**src/verilog/dbg_seq_pkg.sv**
```systemverilog
// Purpose: shared constants and types for the state1 sequencer and trace formatter
// Assumes: axi4-lite slave with 32-bit data, one register per aligned word
// Notes: offset 0x27 is not a multiple of four, so it is kept as an index
package dbg_seq_pkg;
	localparam logic [7:0] SCR1_INDEX = 8'h27;
	localparam logic [11:0] SCR1_ADDR = {2'h0, SCR1_INDEX, 2'h0};
	localparam logic [7:0] CTRL_INDEX = 8'h20;
	localparam logic [11:0] CTRL_ADDR = {2'h0, CTRL_INDEX, 2'h0};
	localparam logic [7:0] STAT_INDEX = 8'h21;
	localparam logic [11:0] STAT_ADDR = {2'h0, STAT_INDEX, 2'h0};
	// control register fields
	localparam int CTRL_ARM_BIT = 7;
	localparam int CTRL_MODE_LSB = 2;
	localparam int CTRL_VIEW_LSB = 0;
	localparam logic [3:0] SCR1_RESET = 4'h0;
	localparam logic [7:0] CTRL_RESET = 8'h00;
	localparam logic [1:0] VIEW_SCR1 = 2'h0;
	localparam logic [17:0] PAGE_MASK = 18'h3ffc0;
	localparam logic [1:0] AXI_OKAY = 2'h0;
	localparam logic [1:0] AXI_SLVERR = 2'h2;

	typedef enum logic [1:0] {MODE_FLOW, MODE_REPEAT, MODE_DETAIL, MODE_PACKED} trace_mode_t;
	typedef enum {ST_IDLE, ST_ONE, ST_TWO, ST_THREE, ST_FINAL} seq_state_t;

	typedef struct packed {
		logic valid;
		logic [17:0] addr;
		logic [15:0] data;
		logic isFlow;
		logic isSource;
		logic isVector;
		logic isFree;
		logic isFetch;
		logic isOpcode;
		logic isWrite;
		logic isWord;
	} bus_event_t;

	typedef struct packed {
		logic valid;
		logic [1:0] info;
		logic [17:0] addr;
		logic [15:0] data;
	} trace_row_t;
endpackage : dbg_seq_pkg

```
**src/verilog/debug_state1_sequencer_trace.sv**
```systemverilog
// Purpose: state1 next-state selection, its control register and trace row formatting
// Assumes: match inputs and bus events come from logic on the same clock
// Notes: trace rows are offered one per cycle with no buffering
// Operation
// - State1 control reads back only while view select is 00.
// - State1 control writes need view select 00 and sequencer disarmed.
// - Four-bit select field picks next state from State1 per match.
// - Code 0000: any enabled match goes to Final State.
// - Codes 0001, 0010, 0011, 1001 route one channel each.
// - Code 0100: match0 to State2, match1 to State3.
// - Code 0101: match1 to State3, match0 to Final State.
// - Code 0110: match0 to State2, match2 to State3.
// - Code 0111: match0 or match1 to State2.
// - Code 1101: match0 or match2 to Final, match1 to State2.
// - Simultaneous matches: Final first, then lowest channel.
// - Code 1101 with match0 and match1 goes to Final.
// - Repeat-filter mode stores change-of-flow addresses only.
// - Each stored address is copied to a background register.
// - Source address equal to previous entry is dropped.
// - Destination and vector addresses are never filtered.
// - Detail mode stores address, data, size and direction.
// - Detail mode skips free and opcode fetch cycles.
// - Packed mode stores PC of every executed opcode, illegal included.
// - Packed mode stores low bits; full PC on the first row and on 64-byte crossing.
// - Packed rows are two info bits plus 18 address bits.
// - View select chooses register at shared address; 00 is State1.
// - Arming enters State1; arm clears on session end or untraced break.
module debug_state1_sequencer_trace
	import dbg_seq_pkg::*;
(
	input wire logic clock,
	input wire logic rst_n,
	input wire logic [11:0] s_axi_awaddr,
	input wire logic s_axi_awvalid,
	output logic s_axi_awready,
	input wire logic [31:0] s_axi_wdata,
	input wire logic [3:0] s_axi_wstrb,
	input wire logic s_axi_wvalid,
	output logic s_axi_wready,
	output logic [1:0] s_axi_bresp,
	output logic s_axi_bvalid,
	input wire logic s_axi_bready,
	input wire logic [11:0] s_axi_araddr,
	input wire logic s_axi_arvalid,
	output logic s_axi_arready,
	output logic [31:0] s_axi_rdata,
	output logic [1:0] s_axi_rresp,
	output logic s_axi_rvalid,
	input wire logic s_axi_rready,
	input wire logic [2:0] matchIn,
	input wire logic [2:0] compEnable,
	input wire logic sessionDone,
	input wire logic breakNoTrace,
	input wire dbg_seq_pkg::bus_event_t busEvent,
	output dbg_seq_pkg::trace_row_t traceRow,
	output dbg_seq_pkg::seq_state_t seqState
);
	import dbg_seq_pkg::*;

	logic [3:0] scr1_reg;
	logic [7:0] ctrl_reg;
	seq_state_t state_reg;
	seq_state_t state_next;
	logic [17:0] background_reg;
	logic bgValid_reg;
	logic [17:0] lastPc_reg;
	logic pcValid_reg;
	trace_row_t row_next;
	logic awHeld_reg;
	logic wHeld_reg;
	logic [11:0] awAddr_reg;
	logic [31:0] wData_reg;
	logic [3:0] wStrb_reg;
	logic armed;
	logic [1:0] viewSel;
	trace_mode_t mode;
	logic [2:0] hit;
	logic doWrite;
	logic setArm;
	logic ctrlWrite;

	assign armed = ctrl_reg[CTRL_ARM_BIT];
	assign viewSel = ctrl_reg[CTRL_VIEW_LSB +: 2];
	assign mode = trace_mode_t'(ctrl_reg[CTRL_MODE_LSB +: 2]);
	// a disabled comparator never reaches the sequencer
	for (genvar c = 0; c < 3; c++)
	begin : maskChannel
		assign hit[c] = matchIn[c] & compEnable[c];
	end

	// next state from state1 for one code; final beats state2/3, then lowest channel
	function automatic seq_state_t pick(input logic [3:0] code, input logic [2:0] m);
		seq_state_t r;
		r = ST_ONE;
		unique case (code)
			4'h0: if (|m) r = ST_FINAL;
			4'h1: if (m[1]) r = ST_THREE;
			4'h2: if (m[2]) r = ST_TWO;
			4'h3: if (m[1]) r = ST_TWO;
			4'h4:
			begin
				if (m[0]) r = ST_TWO;
				else if (m[1]) r = ST_THREE;
			end
			4'h5:
			begin
				if (m[0]) r = ST_FINAL;
				else if (m[1]) r = ST_THREE;
			end
			4'h6:
			begin
				if (m[0]) r = ST_TWO;
				else if (m[2]) r = ST_THREE;
			end
			4'h7: if (m[0] || m[1]) r = ST_TWO;
			4'h9: if (m[0]) r = ST_THREE;
			4'hd:
			begin
				if (m[0] || m[2]) r = ST_FINAL;
				else if (m[1]) r = ST_TWO;
			end
			default: r = ST_ONE;
		endcase
		return r;
	endfunction : pick

	// one decode serves both answer channels so their codes never disagree
	function automatic logic mapped(input logic [11:0] a);
		return a == SCR1_ADDR || a == CTRL_ADDR || a == STAT_ADDR;
	endfunction : mapped

	// write path: address and data accepted in either order, answer after both
	always_ff @(posedge clock or negedge rst_n)
	begin
		if (!rst_n)
		begin
			awHeld_reg <= 1'b0;
			wHeld_reg <= 1'b0;
			awAddr_reg <= 12'h000;
			wData_reg <= 32'h00000000;
			wStrb_reg <= 4'h0;
			s_axi_bvalid <= 1'b0;
			s_axi_bresp <= AXI_OKAY;
		end
		else
		begin
			if (s_axi_awvalid && s_axi_awready)
			begin
				awHeld_reg <= 1'b1;
				awAddr_reg <= s_axi_awaddr;
			end
			if (s_axi_wvalid && s_axi_wready)
			begin
				wHeld_reg <= 1'b1;
				wData_reg <= s_axi_wdata;
				wStrb_reg <= s_axi_wstrb;
			end
			if (doWrite)
			begin
				awHeld_reg <= 1'b0;
				wHeld_reg <= 1'b0;
				s_axi_bvalid <= 1'b1;
				s_axi_bresp <= mapped(awAddr_reg) ? AXI_OKAY : AXI_SLVERR;
			end
			else if (s_axi_bvalid && s_axi_bready)
				s_axi_bvalid <= 1'b0;
		end
	end

	assign doWrite = awHeld_reg && wHeld_reg && !s_axi_bvalid;

	always_ff @(posedge clock or negedge rst_n)
	begin
		if (!rst_n)
		begin
			s_axi_awready <= 1'b0;
			s_axi_wready <= 1'b0;
		end
		else
		begin
			s_axi_awready <= !awHeld_reg && !(s_axi_awvalid && s_axi_awready) && !s_axi_bvalid;
			s_axi_wready <= !wHeld_reg && !(s_axi_wvalid && s_axi_wready) && !s_axi_bvalid;
		end
	end

	// a write while armed is dropped silently, the bus still answers okay
	always_ff @(posedge clock or negedge rst_n)
	begin
		if (!rst_n)
			scr1_reg <= SCR1_RESET;
		else if (doWrite && awAddr_reg == SCR1_ADDR && wStrb_reg[0]
			&& viewSel == VIEW_SCR1 && !armed)
			scr1_reg <= wData_reg[3:0];
	end

	assign ctrlWrite = doWrite && awAddr_reg == CTRL_ADDR && wStrb_reg[0];
	assign setArm = ctrlWrite && wData_reg[CTRL_ARM_BIT];

	// a software set of arm wins over a hardware clear in the same cycle
	always_ff @(posedge clock or negedge rst_n)
	begin
		if (!rst_n)
			ctrl_reg <= CTRL_RESET;
		else
		begin
			if (ctrlWrite)
				ctrl_reg <= wData_reg[7:0];
			if ((sessionDone || breakNoTrace) && !setArm)
				ctrl_reg[CTRL_ARM_BIT] <= 1'b0;
		end
	end

	// read path
	always_ff @(posedge clock or negedge rst_n)
	begin
		if (!rst_n)
		begin
			s_axi_arready <= 1'b0;
			s_axi_rvalid <= 1'b0;
			s_axi_rdata <= 32'h00000000;
			s_axi_rresp <= AXI_OKAY;
		end
		else
		begin
			s_axi_arready <= !s_axi_rvalid && !(s_axi_arvalid && s_axi_arready);
			if (s_axi_arvalid && s_axi_arready)
			begin
				s_axi_rvalid <= 1'b1;
				s_axi_rresp <= mapped(s_axi_araddr) ? AXI_OKAY : AXI_SLVERR;
				s_axi_rdata <= 32'h00000000;
				if (s_axi_araddr == SCR1_ADDR)
				begin
					// other views belong to registers outside this block
					if (viewSel == VIEW_SCR1)
						s_axi_rdata <= {28'h0000000, scr1_reg};
				end
				else if (s_axi_araddr == CTRL_ADDR)
					s_axi_rdata <= {24'h000000, ctrl_reg};
				else if (s_axi_araddr == STAT_ADDR)
					s_axi_rdata <= {29'h00000000, 3'(state_reg)};
			end
			else if (s_axi_rvalid && s_axi_rready)
				s_axi_rvalid <= 1'b0;
		end
	end

	// sequencer
	always_comb
	begin
		state_next = state_reg;
		if (!armed)
			state_next = ST_IDLE;
		else if (state_reg == ST_IDLE)
			state_next = ST_ONE;
		else if (state_reg == ST_ONE)
			state_next = pick(scr1_reg, hit);
	end

	always_ff @(posedge clock or negedge rst_n)
	begin
		if (!rst_n)
			state_reg <= ST_IDLE;
		else
			state_reg <= state_next;
	end

	always_ff @(posedge clock or negedge rst_n)
	begin
		if (!rst_n)
			seqState <= ST_IDLE;
		else
			seqState <= state_next;
	end

	// trace row formatting
	always_comb
	begin
		row_next = '0;
		row_next.addr = busEvent.addr;
		unique case (mode)
			MODE_FLOW:
				row_next.valid = busEvent.valid && busEvent.isFlow;
			MODE_REPEAT:
			begin
				row_next.valid = busEvent.valid && busEvent.isFlow;
				if (busEvent.isSource && !busEvent.isVector && bgValid_reg
					&& background_reg == busEvent.addr)
					row_next.valid = 1'b0;
			end
			MODE_DETAIL:
			begin
				row_next.valid = busEvent.valid && !busEvent.isFree && !busEvent.isFetch;
				row_next.data = busEvent.data;
				row_next.info = {busEvent.isWrite, busEvent.isWord};
			end
			MODE_PACKED:
			begin
				row_next.valid = busEvent.valid && busEvent.isOpcode;
				// info 01 marks the first row or a page crossing, so the full counter follows
				if (!pcValid_reg || ((busEvent.addr ^ lastPc_reg) & PAGE_MASK) != 18'h00000)
					row_next.info = 2'h1;
				else
					row_next.addr = busEvent.addr & ~PAGE_MASK;
			end
		endcase
		if (!armed)
			row_next.valid = 1'b0;
	end

	always_ff @(posedge clock or negedge rst_n)
	begin
		if (!rst_n)
			traceRow <= '0;
		else
			traceRow <= row_next;
	end

	always_ff @(posedge clock or negedge rst_n)
	begin
		if (!rst_n)
		begin
			background_reg <= 18'h00000;
			bgValid_reg <= 1'b0;
		end
		else if (row_next.valid && mode == MODE_REPEAT)
		begin
			background_reg <= busEvent.addr;
			bgValid_reg <= 1'b1;
		end
	end

	always_ff @(posedge clock or negedge rst_n)
	begin
		if (!rst_n)
		begin
			lastPc_reg <= 18'h00000;
			pcValid_reg <= 1'b0;
		end
		else if (row_next.valid && mode == MODE_PACKED)
		begin
			lastPc_reg <= busEvent.addr;
			pcValid_reg <= 1'b1;
		end
	end
endmodule : debug_state1_sequencer_trace
```
**config.mk**
```make
export PLATFORM = sky130hd
export DESIGN_NAME = debug_state1_sequencer_trace
export DESIGN_NICKNAME = d
export VERILOG_FILES = /design/src/verilog/dbg_seq_pkg.sv /design/src/verilog/debug_state1_sequencer_trace.sv
export SDC_FILE = /design/constraint.sdc
export NUM_CORES = 1
export LEC_CHECK = 0
export BUFFER_PORTS_ARGS = -buffer_cell sky130_fd_sc_hd__buf_2
export CAP_MARGIN = 20
export CORE_ASPECT_RATIO = 0.9
export CORE_MARGIN = 5
export CORE_UTILIZATION = 35
export CTS_CLUSTER_DIAMETER = 120
export DETAILED_ROUTE_END_ITERATION = 8
export HOLD_SLACK_MARGIN = 0.1
export PLACE_DENSITY = 0.59
export SYNTH_ARGS = -nofsm -noshare
export SYNTH_HDL_FRONTEND = slang
export SYNTH_SLANG_ARGS = --single-unit
```
**constraint.sdc**
```tcl
create_clock -name clock -period 6 [get_ports clock]
set_clock_uncertainty 0.1 [all_clocks]
set_input_delay 0 -clock clock [delete_from_list [all_inputs] [get_ports clock]]
set_output_delay 0 -clock clock [all_outputs]
set_load 0.05 [all_outputs]
```
==> metrics.yaml, run 1 <==
detailedRoute.firstPassIterationCount: 4
crit_path_max_fanout: 10
synth-adder-area-share_pct: 0
path_class: "reg -> reg"
die_area_um2: 18400
synthesis.area_um2: 5510
path_depth: 8
post-route-util_pct: 50.1
switchingPower_mw: 0.687
min_path_type: "in -> async"
synth-seq-cells: 122
drv_slew: 0
synth_top_area_share_pct: 55.4
final_cell_mix: "144 x buf_2, 122 x dfrtp_1, 90 x dlygate4sd3_1"
grt_use_total_pct: 14.9
whs_ns: 0.111
cts_max_level: 4
ant_nets: 0
fin_ws_ns: 3.08
wirelength_um: 13400
synth_compound_area_share_pct: 4.65
slowest_delay_ns: 0.57
clk_latency_ns: 0.41
num-nets-final: 815
worstPathRequired_ns: 6.19
antenna_found_initial: 0
status: "complete, no violations"
dr.first_iter.drc_count: 158
largest_reg_flops: 37
final_common_cell: "buf_2"
period_needed_ns: 2.92
synth-seq-area-share_pct: 55.4
dieWidth_um: 142
synthFlopType: "dfrtp_1"
fin_total_pwr_mw: 2.49
leakage_nw: 3.87
diodes: 0
design_area_um2: 7730
synthCells: 458
place_area_um2: 6220
synth_top_area_cell: "dfrtp_1"
avgRoutedWirePerCell_um: 14.7
crit_chain: "nand3_1, dlygate4sd3_1, nand2_1, dlygate4sd3_1, nand2_1, o211ai_1, dlygate4sd3_1, a32o_1"
crit_slowest_cell: "dlygate4sd3_1"
dp_slack_ns: 3.53
synth_edf_count: 0
post-route-drc-count: 0
path_clk_slew_ns: 0.05
synthDistinctLibCells: 41
power_density_nw_per_um2: 322
die_h_um: 129
cts_buffers: 17
hold_violations: 0
globalplace.congestion: 0.884
ctsResizeCount: 0
cts_max_path_buffers: 2
drive_gt1_share_pct: 34.0
crit_family: "buffers and inverters"
core_um2: 15400
swShare_pct: 27.6
worst-path-buf-inv: 3
synth-simple-area-share_pct: 11.9
synthTopCellsByArea: "dfrtp_1 55%, mux2_2 11%, buf_4 7.5%"
startpoint_type: "register"
portBuffers: 145
grt_pass1_wl_um: 21400
vias_per_cell: 4.52
area_growth_pct: 40.2
combPwrFrac_pct: 18.4
fin_tns_setup_ns: 0
synth_top_family_by_area: "multiplexers"
n_fill_cell: 1365
path_common_cell: "dlygate4sd3_1"
synth.area.mux_share_pct: 14.1
peakVddDrop_v: 0.000233
grt_setup_unrepaired: "no"
worstSetupEndpointType: "register"
place_hpwl_um: 9370
power_frac_seq_pct: 39.9
num_vias: 4113
cts_tree: "yes"
worst_pin_slew_ns: 0.942
seqCellArea_um2: 3050
fin_crit_sh_pct: 48.7
reg2reg_slack_ns: 3.08
synthXorXnorAreaFrac_pct: 4.93
internal_power_mw: 1.80
multi_input_area_um2: 2170
row_count: 43
fmax_mhz: 342
grt_start_max_net_pins: 65
post_cts_buffers: 0
slew_headroom_pct: 37.1
synthArstFlopShare_pct: 100
fin_cells: 910
worstPathArrival_ns: 3.12
ios: 228
root_buffer: "clkbuf_16"
postSynthAreaPerCell_um2: 12.0
dp_cells: 790
grt_overflow: 0
cts_num_sinks: 122
yosys_warnings: 0
start_util_pct: 35.7
drv_cap: 0
worstRegToRegCells: 8
power_frac_clock_pct: 41.7
setup_viol: 0
grt_pass1_vias: 4300
## repair_timing
item / 4_1_cts / 5_1_grt
hold buffers: 90 / 0
setup endpoints to repair: 0 / 0
hold endpoints to repair: 171 / 0
## final cells by class
cell class | count | share of cell area, %
sequential | 122 | 39.5
multi-input combinational | 318 | 28.1
timing repair buffer | 236 | 21.2
clock buffer | 23 | 6.44
tap | 202 | 3.27
clock inverter | 7 | 1.47
inverter | 2 | 0.0971
## power by group through the flow
stage          registers [mW]  logic (mW)  clock network [mW]
2_1_floorplan            1.08       0.250                   0
3_3_place_gp             1.00       0.404                   0
3_5_place_dp             1.01       0.416                   0
4_1_cts                 0.994       0.459                1.07
5_1_grt                  1.01       0.495                1.10
6_report                0.994       0.458                1.04
## final timing paths
kind                                          startpoint                      end
worst max-delay path             scr1_reg[2]$_DFFE_PN0P_  seqState[1]$_DFFE_PN0P_
worst min-delay path                               rst_n   traceRow[18]$_DFF_PN0_
worst min register to register  s_axi_rvalid$_DFFE_PN0P_  s_axi_arready$_DFF_PN0_
worst max register to register   scr1_reg[2]$_DFFE_PN0P_  seqState[1]$_DFFE_PN0P_
min in group clock                           busEvent[5]   traceRow[36]$_DFF_PN0_
max in group asynchronous                          rst_n   traceRow[20]$_DFF_PN0_
## synth_stat cells, types with 2 or more instances
cell type	instances
nand2b_1	3
nand2_1	27
buf_6	2
nor3b_1	2
a31oi_1	4
mux2i_1	4
nor4_1	8
nor2_1	16
clkbuf_1	11
o21ai_0	14
xnor2_1	13
or4_1	2
mux2_2	55
inv_1	2
xor2_1	18
nor3_1	6
nand4_1	5
o22ai_1	2
buf_4	55
a21oi_1	14
and2_1	30
nor2b_1	8
dfrtp_1	122
mux2_4	8
nand4b_1	2
nand3_1	10
## routing by layer
layer	track usage, %	part of all wire (%)	vias to the layer above
li1	-	-	1932
met1	17.8	40	2000
met2	25.2	49	163
met3	5.65	9.1	18
met4	4.70	1.5	0
met5	0	0	-
## logic make-up (layout without fill, tap and decap cells)
family,Yosys count,count (layout)
AO/OA/AOI/OAI,42,42
XOR/XNOR,31,31
buffers and inverters,72,268
flip-flops,122,122
multiplexers,67,67
other,1,55
AND/OR/NAND/NOR,123,123
(Power assumes the default switching activity.)
==> run 2, diff against run 1 <==
ABC_AREA = 1   (was unset)
PLACE_DENSITY = 0.61   (was 0.59)
clock period = 2.57 ns   (was 6 ns; I/O delays follow)
==> run 2 against run 1 <==
Clock power is 130% higher. Flip-flop and latch count stayed put. Utilization is 0.36 points higher. Design area is 8.7% higher. Sequential share of layout area is 3.2 points lower. Largest cell class unchanged.
==> metrics.yaml, run 2 <==
min_path_type: "in -> reg"
fin_tns_setup_ns: 0
worstPathRequired_ns: 2.76
wirelength_um: 16000
synthCells: 728
path_class: "reg -> reg"
num-nets-final: 1115
grt_pass1_wl_um: 26500
crit_path_max_fanout: 19
synthesis.area_um2: 5880
vias_per_cell: 4.39
row_count: 45
fin_ws_ns: 0.160
grt.busiest_layer: "met2"
postSynthAreaPerCell_um2: 8.08
globalplace.congestion: 0.816
reg2reg_slack_ns: 0.16
place_area_um2: 6660
synth_top_area_share_pct: 51.9
synth_common_cells: "218 x nand2_1, 122 x dfrtp_1, 105 x inv_1, 55 x buf_4, 51 x nor2_1"
grt_use_total_pct: 16.9
num_vias: 5360
drive_gt1_share_pct: 19.7
final_common_cell: "nand2_1"
synth-seq-cells: 122
portBuffers: 145
clk_latency_ns: 0.42
die_area_um2: 19500
place_hpwl_um: 10700
post-route-drc-count: 0
area_growth_pct: 42.9
root_buffer: "clkbuf_16"
synth_top_area_cell: "dfrtp_1"
power_density_nw_per_um2: 724
status: "complete, no violations"
synth_edf_count: 0
leakage_nw: 4.58
grt_overflow: 0
grt_setup_unrepaired: "no"
detailedRoute.firstPassIterationCount: 4
ios: 228
drv_slew: 0
cts_buffers: 17
dr.first_iter.drc_count: 273
cts_max_level: 4
largest_reg_flops: 37
antenna_found_initial: 2
grt_start_max_net_pins: 52
peakVddDrop_v: 0.000443
synthFlopType: "dfrtp_1"
dieWidth_um: 147
slew_headroom_pct: 58.1
period_needed_ns: 2.41
ant_nets: 0
synthTopCellsByArea: "dfrtp_1 52%, nand2_1 14%, buf_4 7.0%"
fmax_mhz: 415
gr-usage-met1_pct: 22.7
synth-seq-area-share_pct: 51.9
diodes: 0
setup_viol: 0
final_cell_mix: "218 x nand2_1, 144 x buf_2, 122 x dfrtp_1"
yosysMostFrequentCell: "nand2_1"
worstSetupEndpointType: "register"
fin_crit_sh_pct: 93.8
cts_max_path_buffers: 2
cts_num_sinks: 122
synthArstFlopShare_pct: 100
core_um2: 16700
grt.met3_usage_pct: 5.58
synthDistinctLibCells: 34
grt_pass1_vias: 5325
avgRoutedWirePerCell_um: 13.1
hold_violations: 0
drv_cap: 0
startpoint_type: "register"
worstPathArrival_ns: 2.60
yosys_warnings: 0
worst_pin_slew_ns: 0.627
design_area_um2: 8400
die_h_um: 133
start_util_pct: 35.3
grt_use_met2_pct: 26.2
path_clk_slew_ns: 0.06
dp_slack_ns: 0.621
cts_tree: "yes"
[run 2: power breakdown]
group	switching [mW]	leakage [nW]	internal, mW
clock network	0.916	0.285	1.46
registers	0.116	1.60	2.17
logic	0.884	2.69	0.547
total	1.92	4.58	4.17
[run 2: final timing paths]
path,start,to,depth (start not counted)
worst min-delay path,busEvent[7],lastPc_reg[7]$_DFFE_PN0P_,7
worst max-delay path,s_axi_wready$_DFF_PN0_,wData_reg[1]$_DFFE_PN0P_,6
min in group asynchronous,rst_n,traceRow[29]$_DFF_PN0_,4
max in group asynchronous,rst_n,s_axi_rresp[1]$_DFFE_PN0P_,4
worst max register to register,s_axi_wready$_DFF_PN0_,wData_reg[1]$_DFFE_PN0P_,6
worst min register to register,s_axi_rvalid$_DFFE_PN0P_,s_axi_arready$_DFF_PN0_,1
[run 2: per-stage QoR]
stage	hold slack (ns)	total power, mW	std cells	util (%)
floorplan	-0.396	3.14	782	-
global route	0.151	6.42	1221	50.4
finish	0.125	6.09	1221	50.4
global placement	-0.0613	3.38	1075	39.9
CTS	0.110	6.15	1222	50.5
detailed placement	-0.0622	3.40	1075	39.9
[run 2: metal layers]
layer	share of wire (%)	routed length, um
met1	46	7440
met3	6.9	1110
met2	45	7290
met5	0.21	34
met4	1.0	163
[run 2: logic make-up after synthesis]
| group | synth area share, % |
|---|---|
| other | 0.0637 |
| buffers and inverters | 15.5 |
| XOR/XNOR | 1.34 |
| AO/OA/AOI/OAI | 5.68 |
| flip-flops | 51.9 |
| AND/OR/NAND/NOR | 25.5 |
[run 2: what timing repair did]
item,in CTS,in global routing
endpoints found under the hold margin,227,0
gates resized for setup,0,1
setup buffers,0,0
endpoints found under the setup margin,0,2
hold buffers,115,0
[run 2: final cells by class]
| class | instances | area, um2 |
|---|---|---|
| inverters | 112 | 420 |
| fillers | 1592 | 8260 |
| multi-input cells | 477 | 2120 |
| repair buffers | 267 | 1960 |
| clock inverters | 13 | 143 |
| well taps | 211 | 264 |
| clock buffers | 19 | 443 |
| flip-flops and latches | 122 | 3050 |
[run 2: critical path, cell delays in order (launching register included)]
cell and delay (ns):
dfrtp_1 0.38, nand2_1 0.08, clkinv_1 0.36, nand2_1 0.18
dlygate4sd3_1 0.56, o21ai_0 0.07, dlygate4sd3_1 0.56
